===== config.mk =====
export PLATFORM = sky130hd
export DESIGN_NAME = uadc_top
export DESIGN_NICKNAME = d
export VERILOG_FILES = /design/src/common/uadc_pkg.sv /design/src/hdl/uadc_top.sv
export SDC_FILE = /design/constraint.sdc
export NUM_CORES = 1
export LEC_CHECK = 0
export BUFFER_PORTS_ARGS = -buffer_cell sky130_fd_sc_hd__clkbuf_2
export CORE_ASPECT_RATIO = 1.4
export CORE_MARGIN = 5
export CORE_UTILIZATION = 55
export DETAILED_ROUTE_END_ITERATION = 8
export PLACE_DENSITY = 0.79
export SLEW_MARGIN = 20
export SYNTH_ARGS = -nofsm -noshare
export SYNTH_HDL_FRONTEND = slang
export SYNTH_SLANG_ARGS = --single-unit

===== constraint.sdc =====
create_clock -name MCLK -period 1.5 [get_ports MCLK]
set_clock_uncertainty 0.2 [all_clocks]
set_input_delay 0.3 -clock MCLK [delete_from_list [all_inputs] [get_ports MCLK]]
set_output_delay 0.3 -clock MCLK [all_outputs]
set_load 0.05 [all_outputs]

===== src/common/uadc_pkg.sv =====
// constants for the usb attach/detach control block
// assumes one 200 MHz clock and an 8-bit register port with 4-bit addresses
package uadc_pkg;

    // ------------------------------------------------------------
    // sizes
    // ------------------------------------------------------------
    localparam int LINE_COUNT = 6;
    localparam int ADDR_W = 4;
    localparam int DATA_W = 8;
    localparam int SEL_W = 3;

    // programmable io lines are numbered from this value upward
    localparam logic [2:0] LINE_BASE = 3'h2;
    localparam logic [2:0] SEL_NONE = 3'h0;

    // ------------------------------------------------------------
    // register offsets
    // ------------------------------------------------------------
    localparam logic [3:0] OFS_CTRL = 4'h0;
    localparam logic [3:0] OFS_PULL_PIN = 4'h1;
    localparam logic [3:0] OFS_UNPLUG_PIN = 4'h2;
    localparam logic [3:0] OFS_WAKE_PIN = 4'h3;
    localparam logic [3:0] OFS_GP_DIR = 4'h4;
    localparam logic [3:0] OFS_GP_OUT = 4'h5;
    localparam logic [3:0] OFS_GP_IN = 4'h6;
    localparam logic [3:0] OFS_STATUS = 4'h7;

    // ------------------------------------------------------------
    // control field positions
    // ------------------------------------------------------------
    localparam int CTRL_READY = 0;
    localparam int CTRL_EXT_SRC = 1;
    localparam int CTRL_EP_SEL = 2;
    localparam int CTRL_WAKE_REQ = 3;

    // ------------------------------------------------------------
    // status field positions
    // ------------------------------------------------------------
    localparam int STAT_DETACHED = 0;
    localparam int STAT_PULL_ON = 1;
    localparam int STAT_WAKE = 2;
    localparam int STAT_EP = 3;
    localparam int STAT_FULL_SPEED = 4;
    localparam int STAT_RESUME_BLK = 5;
    localparam int STAT_LINE_LO = 6;

    // ------------------------------------------------------------
    // reset values and codes
    // ------------------------------------------------------------
    localparam logic [7:0] CTRL_RST = 8'h00;
    localparam logic [5:0] LINES_ALL = 6'h3F;
    localparam logic [5:0] LINES_NONE = 6'h00;
    localparam logic EXT_SRC_RST = 1'b0;
    localparam logic EP_SET_BT = 1'b0;
    localparam logic EP_SET_AUDIO = 1'b1;
    localparam logic SPEED_FULL = 1'b1;
    localparam int FULL_SPEED_HZ = 12_000_000;

endpackage


===== src/hdl/uadc_top.sv =====
// usb attach/detach control: pull-up selection, out-of-band detach and wake lines
// assumes a serial engine on MCLK drives the tx inputs and pins arrive asynchronous
//
// Overview of operation
// - The usb port is a 12 Mbit/s full-speed port driving the cable lines directly.
// - The port only drives the data lines when the serial engine answers, never on its own.
// - The D+ pull-up is switched on only once software marks the port ready to enumerate.
// - A control bit picks the internal pull-up or an external one on a pin; internal by default.
// - The unplug input and the wake output sit on the io line whose number is selected.
// - While unplug is high both data lines float and the pull-up is off.
// - When unplug goes low the pull-up returns and the port waits to be enumerated.
// - The wake output goes high on request, but only while unplug is asserted.
// - While unplugged no in-band resume is sent on the cable.
// - Against a high-speed host the port stays at the full-speed rate.
// - One of two endpoint sets is exposed: the wireless controller set or the audio set.
// - After reset every io line is an input with its weak pull-down on.
`timescale 1ns/1ps

module uadc_top (
    // clock and reset
    input wire logic MCLK,
    input wire logic RESET_N,
    // register port
    input wire logic [3:0] ADDR,
    input wire logic [7:0] WDATA,
    input wire logic WR,
    input wire logic RD,
    output logic [7:0] RDATA,
    // serial engine side
    input wire logic SIE_TX_EN,
    input wire logic SIE_TX_PLUS,
    input wire logic SIE_TX_MINUS,
    input wire logic SIE_RESUME,
    output logic SIE_RX_PLUS,
    output logic SIE_RX_MINUS,
    output logic EP_SET,
    // usb data pair
    input wire logic USB_PLUS_IN,
    input wire logic USB_MINUS_IN,
    output logic USB_PLUS_OUT,
    output logic USB_MINUS_OUT,
    output logic USB_OE_N,
    output logic USB_PULLUP_INT,
    // programmable io lines
    input wire logic [5:0] IOL_IN,
    output logic [5:0] IOL_OUT,
    output logic [5:0] IOL_OE_N,
    output logic [5:0] IOL_PULLDN
);

    // ------------------------------------------------------------
    // state
    // ------------------------------------------------------------
    typedef struct packed {
        logic [5:0] iol_s1;
        logic [5:0] iol_s2;
        logic [1:0] usb_s1;
        logic [1:0] usb_s2;
        logic ready;
        logic ext_src;
        logic ep_sel;
        logic wake_req;
        logic [2:0] pull_pin;
        logic [2:0] unplug_pin;
        logic [2:0] wake_pin;
        logic [5:0] gp_dir;
        logic [5:0] gp_out;
        logic detached;
        logic pull_on;
        logic wake_o;
        logic resume_blk;
        logic ep_active;
        logic [5:0] iol_out;
        logic [5:0] iol_oe_n;
        logic [5:0] iol_pdn;
        logic usb_plus_o;
        logic usb_minus_o;
        logic usb_oe_n;
        logic pull_int;
        logic [7:0] rdata;
    } uadc_state_s;

    localparam uadc_state_s ST_RST = '{
        iol_s1: uadc_pkg::LINES_NONE,
        iol_s2: uadc_pkg::LINES_NONE,
        usb_s1: 2'h0,
        usb_s2: 2'h0,
        ready: 1'b0,
        ext_src: uadc_pkg::EXT_SRC_RST,
        ep_sel: uadc_pkg::EP_SET_BT,
        wake_req: 1'b0,
        pull_pin: uadc_pkg::SEL_NONE,
        unplug_pin: uadc_pkg::SEL_NONE,
        wake_pin: uadc_pkg::SEL_NONE,
        gp_dir: uadc_pkg::LINES_NONE,
        gp_out: uadc_pkg::LINES_NONE,
        detached: 1'b0,
        pull_on: 1'b0,
        wake_o: 1'b0,
        resume_blk: 1'b0,
        ep_active: uadc_pkg::EP_SET_BT,
        iol_out: uadc_pkg::LINES_NONE,
        iol_oe_n: uadc_pkg::LINES_ALL,
        iol_pdn: uadc_pkg::LINES_ALL,
        usb_plus_o: 1'b0,
        usb_minus_o: 1'b0,
        usb_oe_n: 1'b1,
        pull_int: 1'b0,
        rdata: 8'h00
    };

    uadc_state_s st;
    uadc_state_s nxt_st;

    // ------------------------------------------------------------
    // next state
    // ------------------------------------------------------------
    always_comb
    begin
        logic [2:0] line_no;
        logic unplug_hit;
        logic [7:0] status;
        line_no = 3'h0;
        unplug_hit = 1'b0;
        status = 8'h00;
        nxt_st = st;

        // two-stage synchronisers for pins
        nxt_st.iol_s1 = IOL_IN;
        nxt_st.iol_s2 = st.iol_s1;
        nxt_st.usb_s1 = {USB_PLUS_IN, USB_MINUS_IN};
        nxt_st.usb_s2 = st.usb_s1;

        // register writes
        if (WR)
        begin
            case (ADDR)
                uadc_pkg::OFS_CTRL:
                begin
                    nxt_st.ready = WDATA[uadc_pkg::CTRL_READY];
                    nxt_st.ext_src = WDATA[uadc_pkg::CTRL_EXT_SRC];
                    nxt_st.ep_sel = WDATA[uadc_pkg::CTRL_EP_SEL];
                    nxt_st.wake_req = WDATA[uadc_pkg::CTRL_WAKE_REQ];
                end
                uadc_pkg::OFS_PULL_PIN: nxt_st.pull_pin = WDATA[2:0];
                uadc_pkg::OFS_UNPLUG_PIN: nxt_st.unplug_pin = WDATA[2:0];
                uadc_pkg::OFS_WAKE_PIN: nxt_st.wake_pin = WDATA[2:0];
                uadc_pkg::OFS_GP_DIR: nxt_st.gp_dir = WDATA[5:0];
                uadc_pkg::OFS_GP_OUT: nxt_st.gp_out = WDATA[5:0];
                default: nxt_st.gp_out = st.gp_out;
            endcase
        end

        // per-line function routing
        for (int i = 0; i < uadc_pkg::LINE_COUNT; i++)
        begin
            line_no = 3'(i) + uadc_pkg::LINE_BASE;
            if (st.unplug_pin == line_no && st.iol_s2[i])
            begin
                unplug_hit = 1'b1;
            end
            if (st.wake_pin == line_no)
            begin
                nxt_st.iol_oe_n[i] = 1'b0;
                nxt_st.iol_out[i] = st.wake_o;
                nxt_st.iol_pdn[i] = 1'b0;
            end
            else if (st.ext_src && st.pull_pin == line_no)
            begin
                // external pull-up: drive high when on, float when off
                nxt_st.iol_oe_n[i] = ~st.pull_on;
                nxt_st.iol_out[i] = st.pull_on;
                nxt_st.iol_pdn[i] = 1'b0;
            end
            else if (st.unplug_pin == line_no)
            begin
                nxt_st.iol_oe_n[i] = 1'b1;
                nxt_st.iol_out[i] = 1'b0;
                nxt_st.iol_pdn[i] = 1'b1;
            end
            else
            begin
                nxt_st.iol_oe_n[i] = ~st.gp_dir[i];
                nxt_st.iol_out[i] = st.gp_out[i] & st.gp_dir[i];
                nxt_st.iol_pdn[i] = ~st.gp_dir[i];
            end
        end

        // attach state
        nxt_st.detached = unplug_hit;
        nxt_st.pull_on = st.ready & ~st.detached;
        nxt_st.pull_int = st.ready & ~st.detached & ~st.ext_src;
        nxt_st.wake_o = st.wake_req & st.detached;

        // endpoint set only changes while not announced to the host
        if (!st.pull_on)
        begin
            nxt_st.ep_active = st.ep_sel;
        end

        // data pair: answer only, full-speed polarity on the D+ pull-up side
        if (st.detached)
        begin
            nxt_st.usb_oe_n = 1'b1;
            nxt_st.usb_plus_o = 1'b0;
            nxt_st.usb_minus_o = 1'b0;
        end
        else if (SIE_TX_EN)
        begin
            nxt_st.usb_oe_n = 1'b0;
            nxt_st.usb_plus_o = SIE_TX_PLUS;
            nxt_st.usb_minus_o = SIE_TX_MINUS;
        end
        else if (SIE_RESUME)
        begin
            // in-band resume is a K state
            nxt_st.usb_oe_n = 1'b0;
            nxt_st.usb_plus_o = 1'b0;
            nxt_st.usb_minus_o = 1'b1;
        end
        else
        begin
            nxt_st.usb_oe_n = 1'b1;
            nxt_st.usb_plus_o = 1'b0;
            nxt_st.usb_minus_o = 1'b0;
        end

        // status view
        status[uadc_pkg::STAT_DETACHED] = st.detached;
        status[uadc_pkg::STAT_PULL_ON] = st.pull_on;
        status[uadc_pkg::STAT_WAKE] = st.wake_o;
        status[uadc_pkg::STAT_EP] = st.ep_active;
        status[uadc_pkg::STAT_FULL_SPEED] = uadc_pkg::SPEED_FULL;
        status[uadc_pkg::STAT_RESUME_BLK] = st.resume_blk;
        status[uadc_pkg::STAT_LINE_LO +: 2] = st.usb_s2;

        // refused resume flag: cleared by status read, a new refusal wins
        if (RD && ADDR == uadc_pkg::OFS_STATUS)
        begin
            nxt_st.resume_blk = 1'b0;
        end
        if (st.detached && SIE_RESUME)
        begin
            nxt_st.resume_blk = 1'b1;
        end

        // register reads, data in the following cycle only
        nxt_st.rdata = 8'h00;
        if (RD)
        begin
            case (ADDR)
                uadc_pkg::OFS_CTRL: nxt_st.rdata = {4'h0, st.wake_req, st.ep_sel,
                    st.ext_src, st.ready};
                uadc_pkg::OFS_PULL_PIN: nxt_st.rdata = {5'h00, st.pull_pin};
                uadc_pkg::OFS_UNPLUG_PIN: nxt_st.rdata = {5'h00, st.unplug_pin};
                uadc_pkg::OFS_WAKE_PIN: nxt_st.rdata = {5'h00, st.wake_pin};
                uadc_pkg::OFS_GP_DIR: nxt_st.rdata = {2'h0, st.gp_dir};
                uadc_pkg::OFS_GP_OUT: nxt_st.rdata = {2'h0, st.gp_out};
                uadc_pkg::OFS_GP_IN: nxt_st.rdata = {2'h0, st.iol_s2};
                uadc_pkg::OFS_STATUS: nxt_st.rdata = status;
                default: nxt_st.rdata = 8'h00;
            endcase
        end
    end

    always_ff @(posedge MCLK or negedge RESET_N)
    begin
        if (!RESET_N)
        begin
            st <= ST_RST;
        end
        else
        begin
            st <= nxt_st;
        end
    end

    // ------------------------------------------------------------
    // outputs
    // ------------------------------------------------------------
    assign RDATA = st.rdata;
    assign SIE_RX_PLUS = st.usb_s2[1];
    assign SIE_RX_MINUS = st.usb_s2[0];
    assign EP_SET = st.ep_active;
    assign USB_PLUS_OUT = st.usb_plus_o;
    assign USB_MINUS_OUT = st.usb_minus_o;
    assign USB_OE_N = st.usb_oe_n;
    assign USB_PULLUP_INT = st.pull_int;
    assign IOL_OUT = st.iol_out;
    assign IOL_OE_N = st.iol_oe_n;
    assign IOL_PULLDN = st.iol_pdn;
endmodule


==> results of run 1 <==
-- how the worst min path moves through the flow --
stage / end / slack (ps) / depth (start not counted)
after detailed placement: st[50]$_DFFE_PN0P_ / -20 / 1
after CTS: st[39]$_DFFE_PN0P_ / 10 / 2
after floorplan: EP_SET$_DFFE_PN0N_ / -200 / 0
after global routing: st[39]$_DFFE_PN0P_ / 20 / 2
final: RDATA[5]$_DFF_PN0_ / 20 / 2
after global placement: st[57]$_DFFE_PN0P_ / -20 / 1
-- cell type report --
type	count	area, sq um	area share
repair buffers	116	1040	0.229
multi-input cells	166	1260	0.276
well taps	72	90.1	0.0198
flip-flops and latches	76	1930	0.423
clock inverters	4	47.5	0.0105
clock buffers	12	155	0.0341
inverters	8	30.0	0.00660
-- flip-flops by register name, indices dropped and copies added (netlist names) --
name / cells
IOL_PULLDN: 6
USB_PULLUP_INT: 1
USB_OE_N: 1
nxt_st: 8
IOL_OUT: 6
IOL_OE_N: 6
st: 35
EP_SET: 1
RDATA: 8
SIE_RX_MINUS: 1
USB_MINUS_OUT: 1
USB_PLUS_OUT: 1
SIE_RX_PLUS: 1
-- synth_stat cells (2+ instances only) --
master                     count
sky130_fd_sc_hd__dfrtp_1      63
sky130_fd_sc_hd__buf_4        28
sky130_fd_sc_hd__nand2_1      17
sky130_fd_sc_hd__mux2_2       15
sky130_fd_sc_hd__dfstp_2      13
sky130_fd_sc_hd__nor2_1       12
sky130_fd_sc_hd__a21oi_1      11
sky130_fd_sc_hd__o21ai_0      11
sky130_fd_sc_hd__mux2_4       10
sky130_fd_sc_hd__inv_1         8
sky130_fd_sc_hd__mux2i_1       7
sky130_fd_sc_hd__nand3_1       7
sky130_fd_sc_hd__and2_1        6
sky130_fd_sc_hd__and3_1        6
sky130_fd_sc_hd__buf_2         6
sky130_fd_sc_hd__nand3b_1      6
sky130_fd_sc_hd__a31oi_1       5
sky130_fd_sc_hd__nand2b_1      5
sky130_fd_sc_hd__nor3_1        5
sky130_fd_sc_hd__buf_6         3
sky130_fd_sc_hd__nor2b_1       3
sky130_fd_sc_hd__o21a_1        3
sky130_fd_sc_hd__o22ai_1       3
sky130_fd_sc_hd__a22oi_1       2
sky130_fd_sc_hd__and4_1        2
sky130_fd_sc_hd__and4bb_1      2
sky130_fd_sc_hd__clkbuf_1      2
sky130_fd_sc_hd__nand4_1       2
sky130_fd_sc_hd__nand4b_1      2
sky130_fd_sc_hd__nor3b_1       2
sky130_fd_sc_hd__o22a_1        2
sky130_fd_sc_hd__o31a_1        2
-- metal layers --
layer	global-route usage	part of all wire	vias up	routed length [microns]
met4	0.109	0.036	0	285
met5	0	0	-	0
li1	-	-	1176	-
met1	0.243	0.38	1237	3080
met2	0.352	0.53	76	4250
met3	0.0433	0.048	21	383
-- metrics by stage --
stage               TNS [ps]  instance area [sq um]
floorplan                  0                   3470
global placement       -2710                   3890
detailed placement     -3280                   3890
CTS                     -686                   4490
global route            -924                   4550
finish                  -610                   4550
-- worst register-to-register path, delay by kind of cell, from the launching register on --
| family | cells | cell delay [ps] |
|---|---|---|
| AO/OA/AOI/OAI | 3 | 460 |
| AND/OR/NAND/NOR | 1 | 110 |
| flip-flops | 1 | 460 |
| buffers and inverters | 1 | 170 |
-- cell usage in the layout, fill, tap and decap left out, types with 2 or more instances in the layout --
cell type	synthesis	layout
sky130_fd_sc_hd__nor2_1	12	12
sky130_fd_sc_hd__mux2_4	10	10
sky130_fd_sc_hd__buf_2	6	2
sky130_fd_sc_hd__a31oi_1	5	5
sky130_fd_sc_hd__nand4b_1	2	2
sky130_fd_sc_hd__clkbuf_2	0	40
sky130_fd_sc_hd__and2_1	6	6
sky130_fd_sc_hd__nor3b_2	1	2
sky130_fd_sc_hd__o22ai_1	3	3
sky130_fd_sc_hd__nand3_1	7	7
sky130_fd_sc_hd__o21a_1	3	3
sky130_fd_sc_hd__dlygate4sd3_1	0	14
sky130_fd_sc_hd__dfrtp_1	63	57
sky130_fd_sc_hd__buf_4	28	44
sky130_fd_sc_hd__o21ai_1	0	3
sky130_fd_sc_hd__dfstp_2	13	13
sky130_fd_sc_hd__nor3_1	5	5
sky130_fd_sc_hd__clkbuf_8	0	11
sky130_fd_sc_hd__a22oi_1	2	2
sky130_fd_sc_hd__a21oi_2	0	3
sky130_fd_sc_hd__and3_1	6	5
sky130_fd_sc_hd__buf_12	0	2
sky130_fd_sc_hd__mux2_2	15	15
sky130_fd_sc_hd__dfrtp_2	0	6
sky130_fd_sc_hd__nand2b_1	5	5
sky130_fd_sc_hd__clkinv_2	0	2
sky130_fd_sc_hd__o31a_1	2	2
sky130_fd_sc_hd__nand2_1	17	17
sky130_fd_sc_hd__nand3b_1	6	6
sky130_fd_sc_hd__nor2b_1	3	3
sky130_fd_sc_hd__and4_1	2	2
sky130_fd_sc_hd__a21oi_1	11	8
sky130_fd_sc_hd__nand4_1	2	2
sky130_fd_sc_hd__o22a_1	2	2
sky130_fd_sc_hd__mux2i_1	7	7
sky130_fd_sc_hd__clkbuf_16	0	12
sky130_fd_sc_hd__inv_1	8	8
sky130_fd_sc_hd__o21ai_0	11	8
-- cell families after synthesis --
logic type / after synthesis / share of synthesized area
AND/OR/NAND/NOR: 84 / 0.144
flip-flops: 76 / 0.554
AO/OA/AOI/OAI: 49 / 0.0932
buffers and inverters: 47 / 0.0900
multiplexers: 33 / 0.119
-- power by group --
group	internal [mW]	leakage [nW]	total [mW]	switching, mW
sequential	2.57	0.911	2.98	0.409
combinational	1.28	1.14	2.69	1.41
clock	0.854	0.102	1.58	0.721
total	4.71	2.15	7.25	2.54
-- repair_timing --
item	4_1_cts	5_1_grt
endpoints found under the setup margin	18	23
gates cloned	0	0
hold buffers	14	0
pin swaps	0	1
setup buffers	0	4
endpoints found under the hold margin	77	0
gates resized for setup	41	22
==> impl_metrics.tcl, run 1 <==
set metrics [dict create \
    fin_max_slew_vios 0 \
    worst_path_max_delay_cell "sky130_fd_sc_hd__dfstp_2" \
    dpl_worst_slack_ps -158 \
    clock-sinks 76 \
    postSynth.topFlopCell "sky130_fd_sc_hd__dfrtp_1" \
    globalplace.congestion 0.908 \
    ys_seq_elements 76 \
    grt_start_max_net_pins 35 \
    cts_buffers 9 \
    critical_path.startpoint "IOL_PULLDN[1]$_DFF_PN1_" \
    max_freq_ghz 0.642 \
    tightest_slew_ps 342 \
    worst-path-stages 1 \
    critPathRequiredTime_ps 1000 \
    rsz0062_at_grt "true" \
    regToRegEndpoint "IOL_OUT[2]$_DFF_PN0_" \
    hold_viol_final 0 \
    global_route.overflow_total 0 \
    placement_rows 34 \
    clock_tree.htree_level_count 3 \
    syn_nets 317 \
    synthesized_instance_count 289 \
    dr_total_vias 2510 \
    failed_checks "negative setup slack" \
    drc 0 \
    synthArstFlopShare 1.00 \
    grt_use_total 0.207 \
    crit_path_end "IOL_PULLDN[1]" \
    drive_above_1_share 0.453 \
    regToRegStartpoint "st[52]$_DFFE_PN0P_" \
    finish.net_count 405 \
    seq_area_frac_synth 0.554 \
    slew_headroom 0.772 \
    ant_nets 0 \
    fillers 409 \
    antenna-diode-count 0 \
    critPathCaptureType "output pin" \
    hold_path_class "in2reg" \
    regToRegSetupSlack_ps 30 \
    powerDensity_nw_per_um2 1590 \
    post_synth_instance_area_sq_um 3460 \
    ratio_of_routed_vias_to_standard_cells 5.53 \
    cts.root.buffer_cell "sky130_fd_sc_hd__clkbuf_8" \
    drt_pre_antenna_iters 4 \
    numPlacedInstances 420 \
    min_period_over_period 1.04 \
    start_kind "register" \
    portBuffers 58 \
    antenna_found_initial 0 \
    area_delta_synth_final_pct 31.4 \
    clock_latency_ps 350 \
    clkTransAtPathRegs_ps 80 \
    synth_area_per_cell_sq_um 12.0 \
    post-route-min-period_ps 1560 \
    overall_routed_net_length_microns 8000 \
    path_class "reg2out" \
    cts-root-to-sink-buffers 2 \
    yosysTopAreaCell "sky130_fd_sc_hd__dfrtp_1" \
    die_width_microns 77.1 \
    timing.critical_path.buf_inv 1 \
    wl_per_cell_microns 17.6 \
    crit_arrival_ps 1060 \
    synth_top_cells_by_area "sky130_fd_sc_hd__dfrtp_1, sky130_fd_sc_hd__dfstp_2, sky130_fd_sc_hd__buf_4" \
    worst_case_reg_to_reg_path_depth 5 \
    critical_path.max_stage_delay_ps 550 \
    grt_pass1_vias 2633 \
    design.die.area_sq_um 8000 \
    irDropWorstVdd_v 0.000903 \
    final_cells 454 \
    dp.final_hpwl_microns 5880 \
    ios 61 \
    timing.hold.ws_ps 15.8 \
    synth_top_area_share 0.455 \
    hp-start "RD" \
    number_of_flops_mapped_to_enable_cells_by_yosys 0 \
    leakage_nw 2.15 \
    cpLargestDelayFamily "flip-flops" \
    fp.dieH_microns 104 \
    floorplan.initialDensity 0.561 \
    yosysWarningCount 0 \
    yosysUniqueCellTypes 50 \
    outcome "complete, but fails checks" \
    postLayoutCoreUtil 0.738 \
    grt_first_pass_wirelength_microns 13000 \
    tritoncts_clock_tree "done" \
    detailedRoute.firstIterationViolations 205 \
    worst_path_fanout_max 1 \
    cap_viol_max_count 0 \
    setup_violations 13 \
    totalPowerFinal_mw 7.25 \
    floorplan.core_area_sq_um 6170 \
    cp_cell_sequence "clkbuf_16" \
    final.setup.worst_slack_ps -56.6 \
]
No activity file was read; power rests on OpenSTA's default activity.
==> run 2, diff against run 1 <==
--- a/config.mk
+++ b/config.mk
@@ -7,7 +7,7 @@
 export LEC_CHECK = 0
 export BUFFER_PORTS_ARGS = -buffer_cell sky130_fd_sc_hd__clkbuf_2
 export CORE_ASPECT_RATIO = 1.4
-export CORE_MARGIN = 5
+export CORE_MARGIN = 2
 export CORE_UTILIZATION = 55
 export DETAILED_ROUTE_END_ITERATION = 8
 export PLACE_DENSITY = 0.79
==> run 2 against run 1 <==
  * The flow still finishes with violations (negative setup slack)
  * Final cell count is 1.8% lower
  * Critical path depth stayed put
  * Sequential power hardly changed
  * Total power is 2.8% lower
  * Final area is 3.0% lower
  * Combinational power is 4% lower
  * Flip-flop and latch count stayed put
  * Core utilization is 2.2 points lower
  * Critical endpoint unchanged
==> impl_metrics.tcl, run 2 (synthesized netlist as in run 1, its figures left out) <==
set metrics [dict create \
    outcome "complete, but fails checks" \
    failed_checks "negative setup slack" \
    worst_path_fanout_max 1 \
    layout_common_cells "sky130_fd_sc_hd__dfrtp_1, sky130_fd_sc_hd__clkbuf_2, sky130_fd_sc_hd__buf_4" \
    finish.net_count 397 \
    grt_use_total 0.241 \
    powerDensity_nw_per_um2 1600 \
    globalplace.congestion 0.933 \
    cpLargestDelayFamily "flip-flops" \
    slew_headroom 0.732 \
    cp_cell_sequence "clkbuf_16" \
    detailed_place.area_sq_um 3810 \
    max_flop_register "st" \
    totalPowerFinal_mw 7.04 \
    clkTransAtPathRegs_ps 80 \
    dr_total_vias 2515 \
    critPathRequiredTime_ps 1000 \
    area_delta_synth_final_pct 27.5 \
    portBuffers 58 \
    clock_tree.htree_level_count 3 \
    fp.dieH_microns 97.9 \
    drt_pre_antenna_iters 4 \
    largest_register_ffs 35 \
    global_route.overflow_total 0 \
    path_class "reg2out" \
    critical_path.startpoint "IOL_PULLDN[1]$_DFF_PN1_" \
    die_width_microns 71.1 \
    rsz0062_at_grt "true" \
    floorplan.core_area_sq_um 6170 \
    ios 61 \
    overall_routed_net_length_microns 7770 \
    irDropWorstVdd_v 0.000830 \
    max_freq_ghz 0.647 \
    final_cells 446 \
    leakage_nw 2.06 \
    numPlacedInstances 411 \
    placement_rows 34 \
    setup_violations 13 \
    floorplan.initialDensity 0.561 \
    cts.root.buffer_cell "sky130_fd_sc_hd__clkbuf_8" \
    hp-start "WDATA[3]" \
    drc 0 \
    hold_viol_final 0 \
    design.die.area_sq_um 6950 \
    fin_max_slew_vios 0 \
    grt_first_pass_wirelength_microns 12700 \
    clock_latency_ps 340 \
    start_kind "register" \
    drive_above_1_share 0.447 \
    timing.critical_path.buf_inv 1 \
    cts-root-to-sink-buffers 2 \
    cts_buffers 9 \
    tritoncts_clock_tree "done" \
    crit_arrival_ps 1040 \
    post-route-min-period_ps 1540 \
    antenna-diode-count 0 \
    hold_path_class "in2reg" \
    postLayoutCoreUtil 0.715 \
    detailedRoute.firstIterationViolations 234 \
    critPathCaptureType "output pin" \
    dp.final_hpwl_microns 5570 \
    ant_nets 0 \
    ratio_of_routed_vias_to_standard_cells 5.64 \
    regToRegStartpoint "st[58]$_DFFE_PN0P_" \
    critical_path.max_stage_delay_ps 540 \
    worst_path_max_delay_cell "sky130_fd_sc_hd__dfstp_2" \
    grt_start_max_net_pins 77 \
    fillers 418 \
    final.setup.worst_slack_ps -44.5 \
    post-route-cell-area_sq_um 4410 \
    setup_tns_ps -391 \
    layout_commonest_cell "sky130_fd_sc_hd__dfrtp_1" \
    antenna_found_initial 0 \
    min_period_over_period 1.03 \
    clock-sinks 76 \
    tightest_slew_ps 402 \
    wl_per_cell_microns 17.4 \
    grt_pass1_vias 2655 \
    cap_viol_max_count 0 \
]
[run 2: what timing repair did]
| action | 4_1_cts | 5_1_grt |
|---|---|---|
| hold buffers | 14 | 0 |
| endpoints found under the hold margin | 77 | 0 |
| setup endpoints to repair | 20 | 29 |
| pin swaps | 0 | 1 |
| buffers inserted | 0 | 5 |
| cloned | 0 | 0 |
| resized for setup | 38 | 30 |
[run 2: path summary, 6_finish.rpt]
check	endpoint	slack, ps	cells after the start
min in group asynchronous	st[58]$_DFFE_PN0P_	300	3
max in group asynchronous	IOL_PULLDN[3]$_DFF_PN1_	450	3
max	IOL_PULLDN[1]	-40	1
min reg2reg	st[65]$_DFF_PN0_	150	0
max reg2reg	RDATA[1]$_DFF_PN0_	30	5
min	st[56]$_DFFE_PN0P_	30	2
[run 2: layer usage]
metal | up-vias | wire (microns) | GRT usage
met2 | 89 | 4320 | 0.431
met1 | 1257 | 2840 | 0.264
met5 | - | 0 | 0
met4 | 0 | 246 | 0.120
li1 | 1151 | - | -
met3 | 18 | 367 | 0.0547
[run 2: area by class of cell]
class	instances	area, sq um	area share
Clock buffer	11	131	0.0298
Clock inverter	5	55.1	0.0125
Inverter	8	30.0	0.00680
Multi-Input combinational cell	166	1260	0.286
Sequential cell	76	1930	0.437
Tap cell	72	90.1	0.0204
Timing Repair Buffer	108	916	0.208
[run 2: power by group]
part,internal (mW),switching [mW]
Sequential,2.57,0.406
Clock,0.764,0.714
Combinational,1.17,1.42
[run 2: metrics by stage]
stage | hold WS (ps) | setup WS (ps)
floorplan | -196 | 8.68
global placement | 132 | -207
detailed placement | 135 | -232
CTS | 14.4 | -64.4
global route | 9.34 | -88.2
finish | 34.0 | -44.5
==> run 3, diff against run 2 <==
--- a/config.mk
+++ b/config.mk
@@ -7,10 +7,11 @@
 export LEC_CHECK = 0
 export BUFFER_PORTS_ARGS = -buffer_cell sky130_fd_sc_hd__clkbuf_2
 export CORE_ASPECT_RATIO = 1.4
-export CORE_MARGIN = 2
+export CORE_MARGIN = 8
 export CORE_UTILIZATION = 55
 export DETAILED_ROUTE_END_ITERATION = 8
 export PLACE_DENSITY = 0.79
+export SKIP_CTS_REPAIR_TIMING = 1
 export SLEW_MARGIN = 20
 export SYNTH_ARGS = -nofsm -noshare
 export SYNTH_HDL_FRONTEND = slang
==> run 3 against run 2 <==
  * The flow finishes with violations (negative hold slack, negative setup slack)
  * Sequential power down 2%
  * Clock power up 14%
  * Combinational power down 7%
  * Global-route usage down 6.9 points
  * Maximum frequency up 0.85%
  * Sequential share of layout area up 0.53 points
==> impl_metrics.tcl, run 3 (synthesized netlist as in run 1, its figures left out) <==
set metrics [dict create \
    worst_path_max_delay_cell "sky130_fd_sc_hd__dfstp_2" \
    area_delta_synth_final_pct 25.9 \
    global_route.overflow_total 0 \
    tritoncts_clock_tree "done" \
    floorplan.initialDensity 0.561 \
    post-route-min-period_ps 1530 \
    global_route.usage.met2 0.309 \
    hold_viol_final 2 \
    hold_path_class "in2reg" \
    drt_pre_antenna_iters 4 \
    leakage_nw 2.05 \
    dr_total_vias 2483 \
    overall_routed_net_length_microns 7850 \
    critical_path.max_stage_delay_ps 540 \
    design.die.area_sq_um 9130 \
    timing.hold.ws_ps -1.23 \
    failed_checks "negative hold slack, negative setup slack" \
    portBuffers 58 \
    cts.root.buffer_cell "sky130_fd_sc_hd__clkbuf_8" \
    clkTransAtPathRegs_ps 80 \
    cts_buffers 9 \
    final_cells 448 \
    antenna_found_initial 0 \
    numPlacedInstances 418 \
    fin_max_slew_vios 0 \
    cpLargestDelayFamily "flip-flops" \
    gr-max-usage-layer "met2" \
    rsz0062_at_grt "true" \
    drc 0 \
    irDropWorstVdd_v 0.00117 \
    critPathCaptureType "output pin" \
    slew_headroom 0.747 \
    dp.final_hpwl_microns 5780 \
    cts-root-to-sink-buffers 2 \
    clock_tree.htree_level_count 3 \
    ratio_of_routed_vias_to_standard_cells 5.54 \
    worst_path_fanout_max 1 \
    post-route-cell-area_sq_um 4360 \
    fillers 433 \
    grt_start_max_net_pins 77 \
    outcome "complete, but fails checks" \
    wl_per_cell_microns 17.5 \
    ios 61 \
    detailedRoute.firstIterationViolations 118 \
    start_kind "register" \
    finish.net_count 399 \
    placement_rows 34 \
    drive_above_1_share 0.457 \
    antenna-diode-count 0 \
    grt_first_pass_wirelength_microns 12200 \
    ant_nets 0 \
    critPathRequiredTime_ps 1000 \
    crit_arrival_ps 1030 \
    clock-sinks 76 \
    path_class "reg2out" \
    grt_use_total 0.172 \
    layout_commonest_cell "sky130_fd_sc_hd__dfrtp_1" \
    floorplan.core_area_sq_um 6170 \
    globalplace.congestion 0.932 \
    cp_cell_sequence "buf_8" \
    timing.critical_path.buf_inv 1 \
    grt_pass1_vias 2479 \
    max_flop_register "st" \
    powerDensity_nw_per_um2 1610 \
    fp.dieH_microns 110 \
    final.setup.worst_slack_ps -31.5 \
    layout_common_cells "sky130_fd_sc_hd__dfrtp_1, sky130_fd_sc_hd__clkbuf_2, sky130_fd_sc_hd__buf_4" \
    grt_util_met1 0.180 \
    setup_violations 13 \
    max_freq_ghz 0.653 \
    clock_latency_ps 350 \
    cap_viol_max_count 0 \
    largest_register_ffs 35 \
    tightest_slew_ps 379 \
    die_width_microns 83.1 \
    detailed_place.area_sq_um 3870 \
    gr-usage-met3 0.0519 \
    min_period_over_period 1.02 \
]
## run 3: cell count changes in the layout (fill, tap and decap cells not counted), sizes merged
cell	delta
buf	+12
clkbuf	-10
bufinv	+1
clkinv	+1
clkinvlp	-1
dlygate4sd3	-1
## run 3: layer usage
layer | wire length [microns] | up-vias | part of all wire
met2 | 4220 | 81 | 0.54
met4 | 255 | 0 | 0.032
li1 | - | 1164 | -
met3 | 429 | 23 | 0.055
met5 | 0 | - | 0
met1 | 2940 | 1215 | 0.37
## run 3: path summary, 6_finish.rpt
check | endpoint | slack [ps] | cells past startpoint | start
setup / recovery | USB_OE_N | -30 | 1 | USB_OE_N$_DFF_PN1_
hold / removal | st[40]$_DFFE_PN0P_ | -1 | 2 | WDATA[5]
setup reg to reg | RDATA[0]$_DFF_PN0_ | 0 | 5 | st[50]$_DFFE_PN0P_
hold reg to reg | st[65]$_DFF_PN0_ | 150 | 0 | nxt_st[65]$_DFF_PN0_
max in group asynchronous | IOL_OE_N[3]$_DFF_PN1_ | 460 | 3 | RESET_N
min in group asynchronous | st[52]$_DFFE_PN0P_ | 310 | 3 | RESET_N
## run 3: per-stage QoR
step | setup WS (ps) | total power, mW | utilization | TNS [ps]
final | -31.5 | 7.02 | 0.707 | -334
after floorplan | 8.68 | 4.59 | - | 0
after global placement | -184 | 5.00 | 0.627 | -3490
after CTS | -156 | 6.74 | 0.662 | -2130
after detailed placement | -167 | 5.06 | 0.627 | -4060
after global routing | -66.4 | 7.32 | 0.707 | -654
## run 3: power breakdown
group	leakage (nW)	internal (mW)	total (mW)	switching, mW
combinational	1.03	1.00	2.41	1.41
clock	0.106	0.939	1.68	0.744
sequential	0.908	2.57	2.93	0.362
## run 3: area by class of cell
class	instances	area (sq um)	area share
repair buffers	110	827	0.190
flip-flops and latches	76	1930	0.442
multi-input cells	166	1270	0.291
inverters	8	30.0	0.00689
clock inverters	6	90.1	0.0207
clock buffers	10	128	0.0293
well taps	72	90.1	0.0207
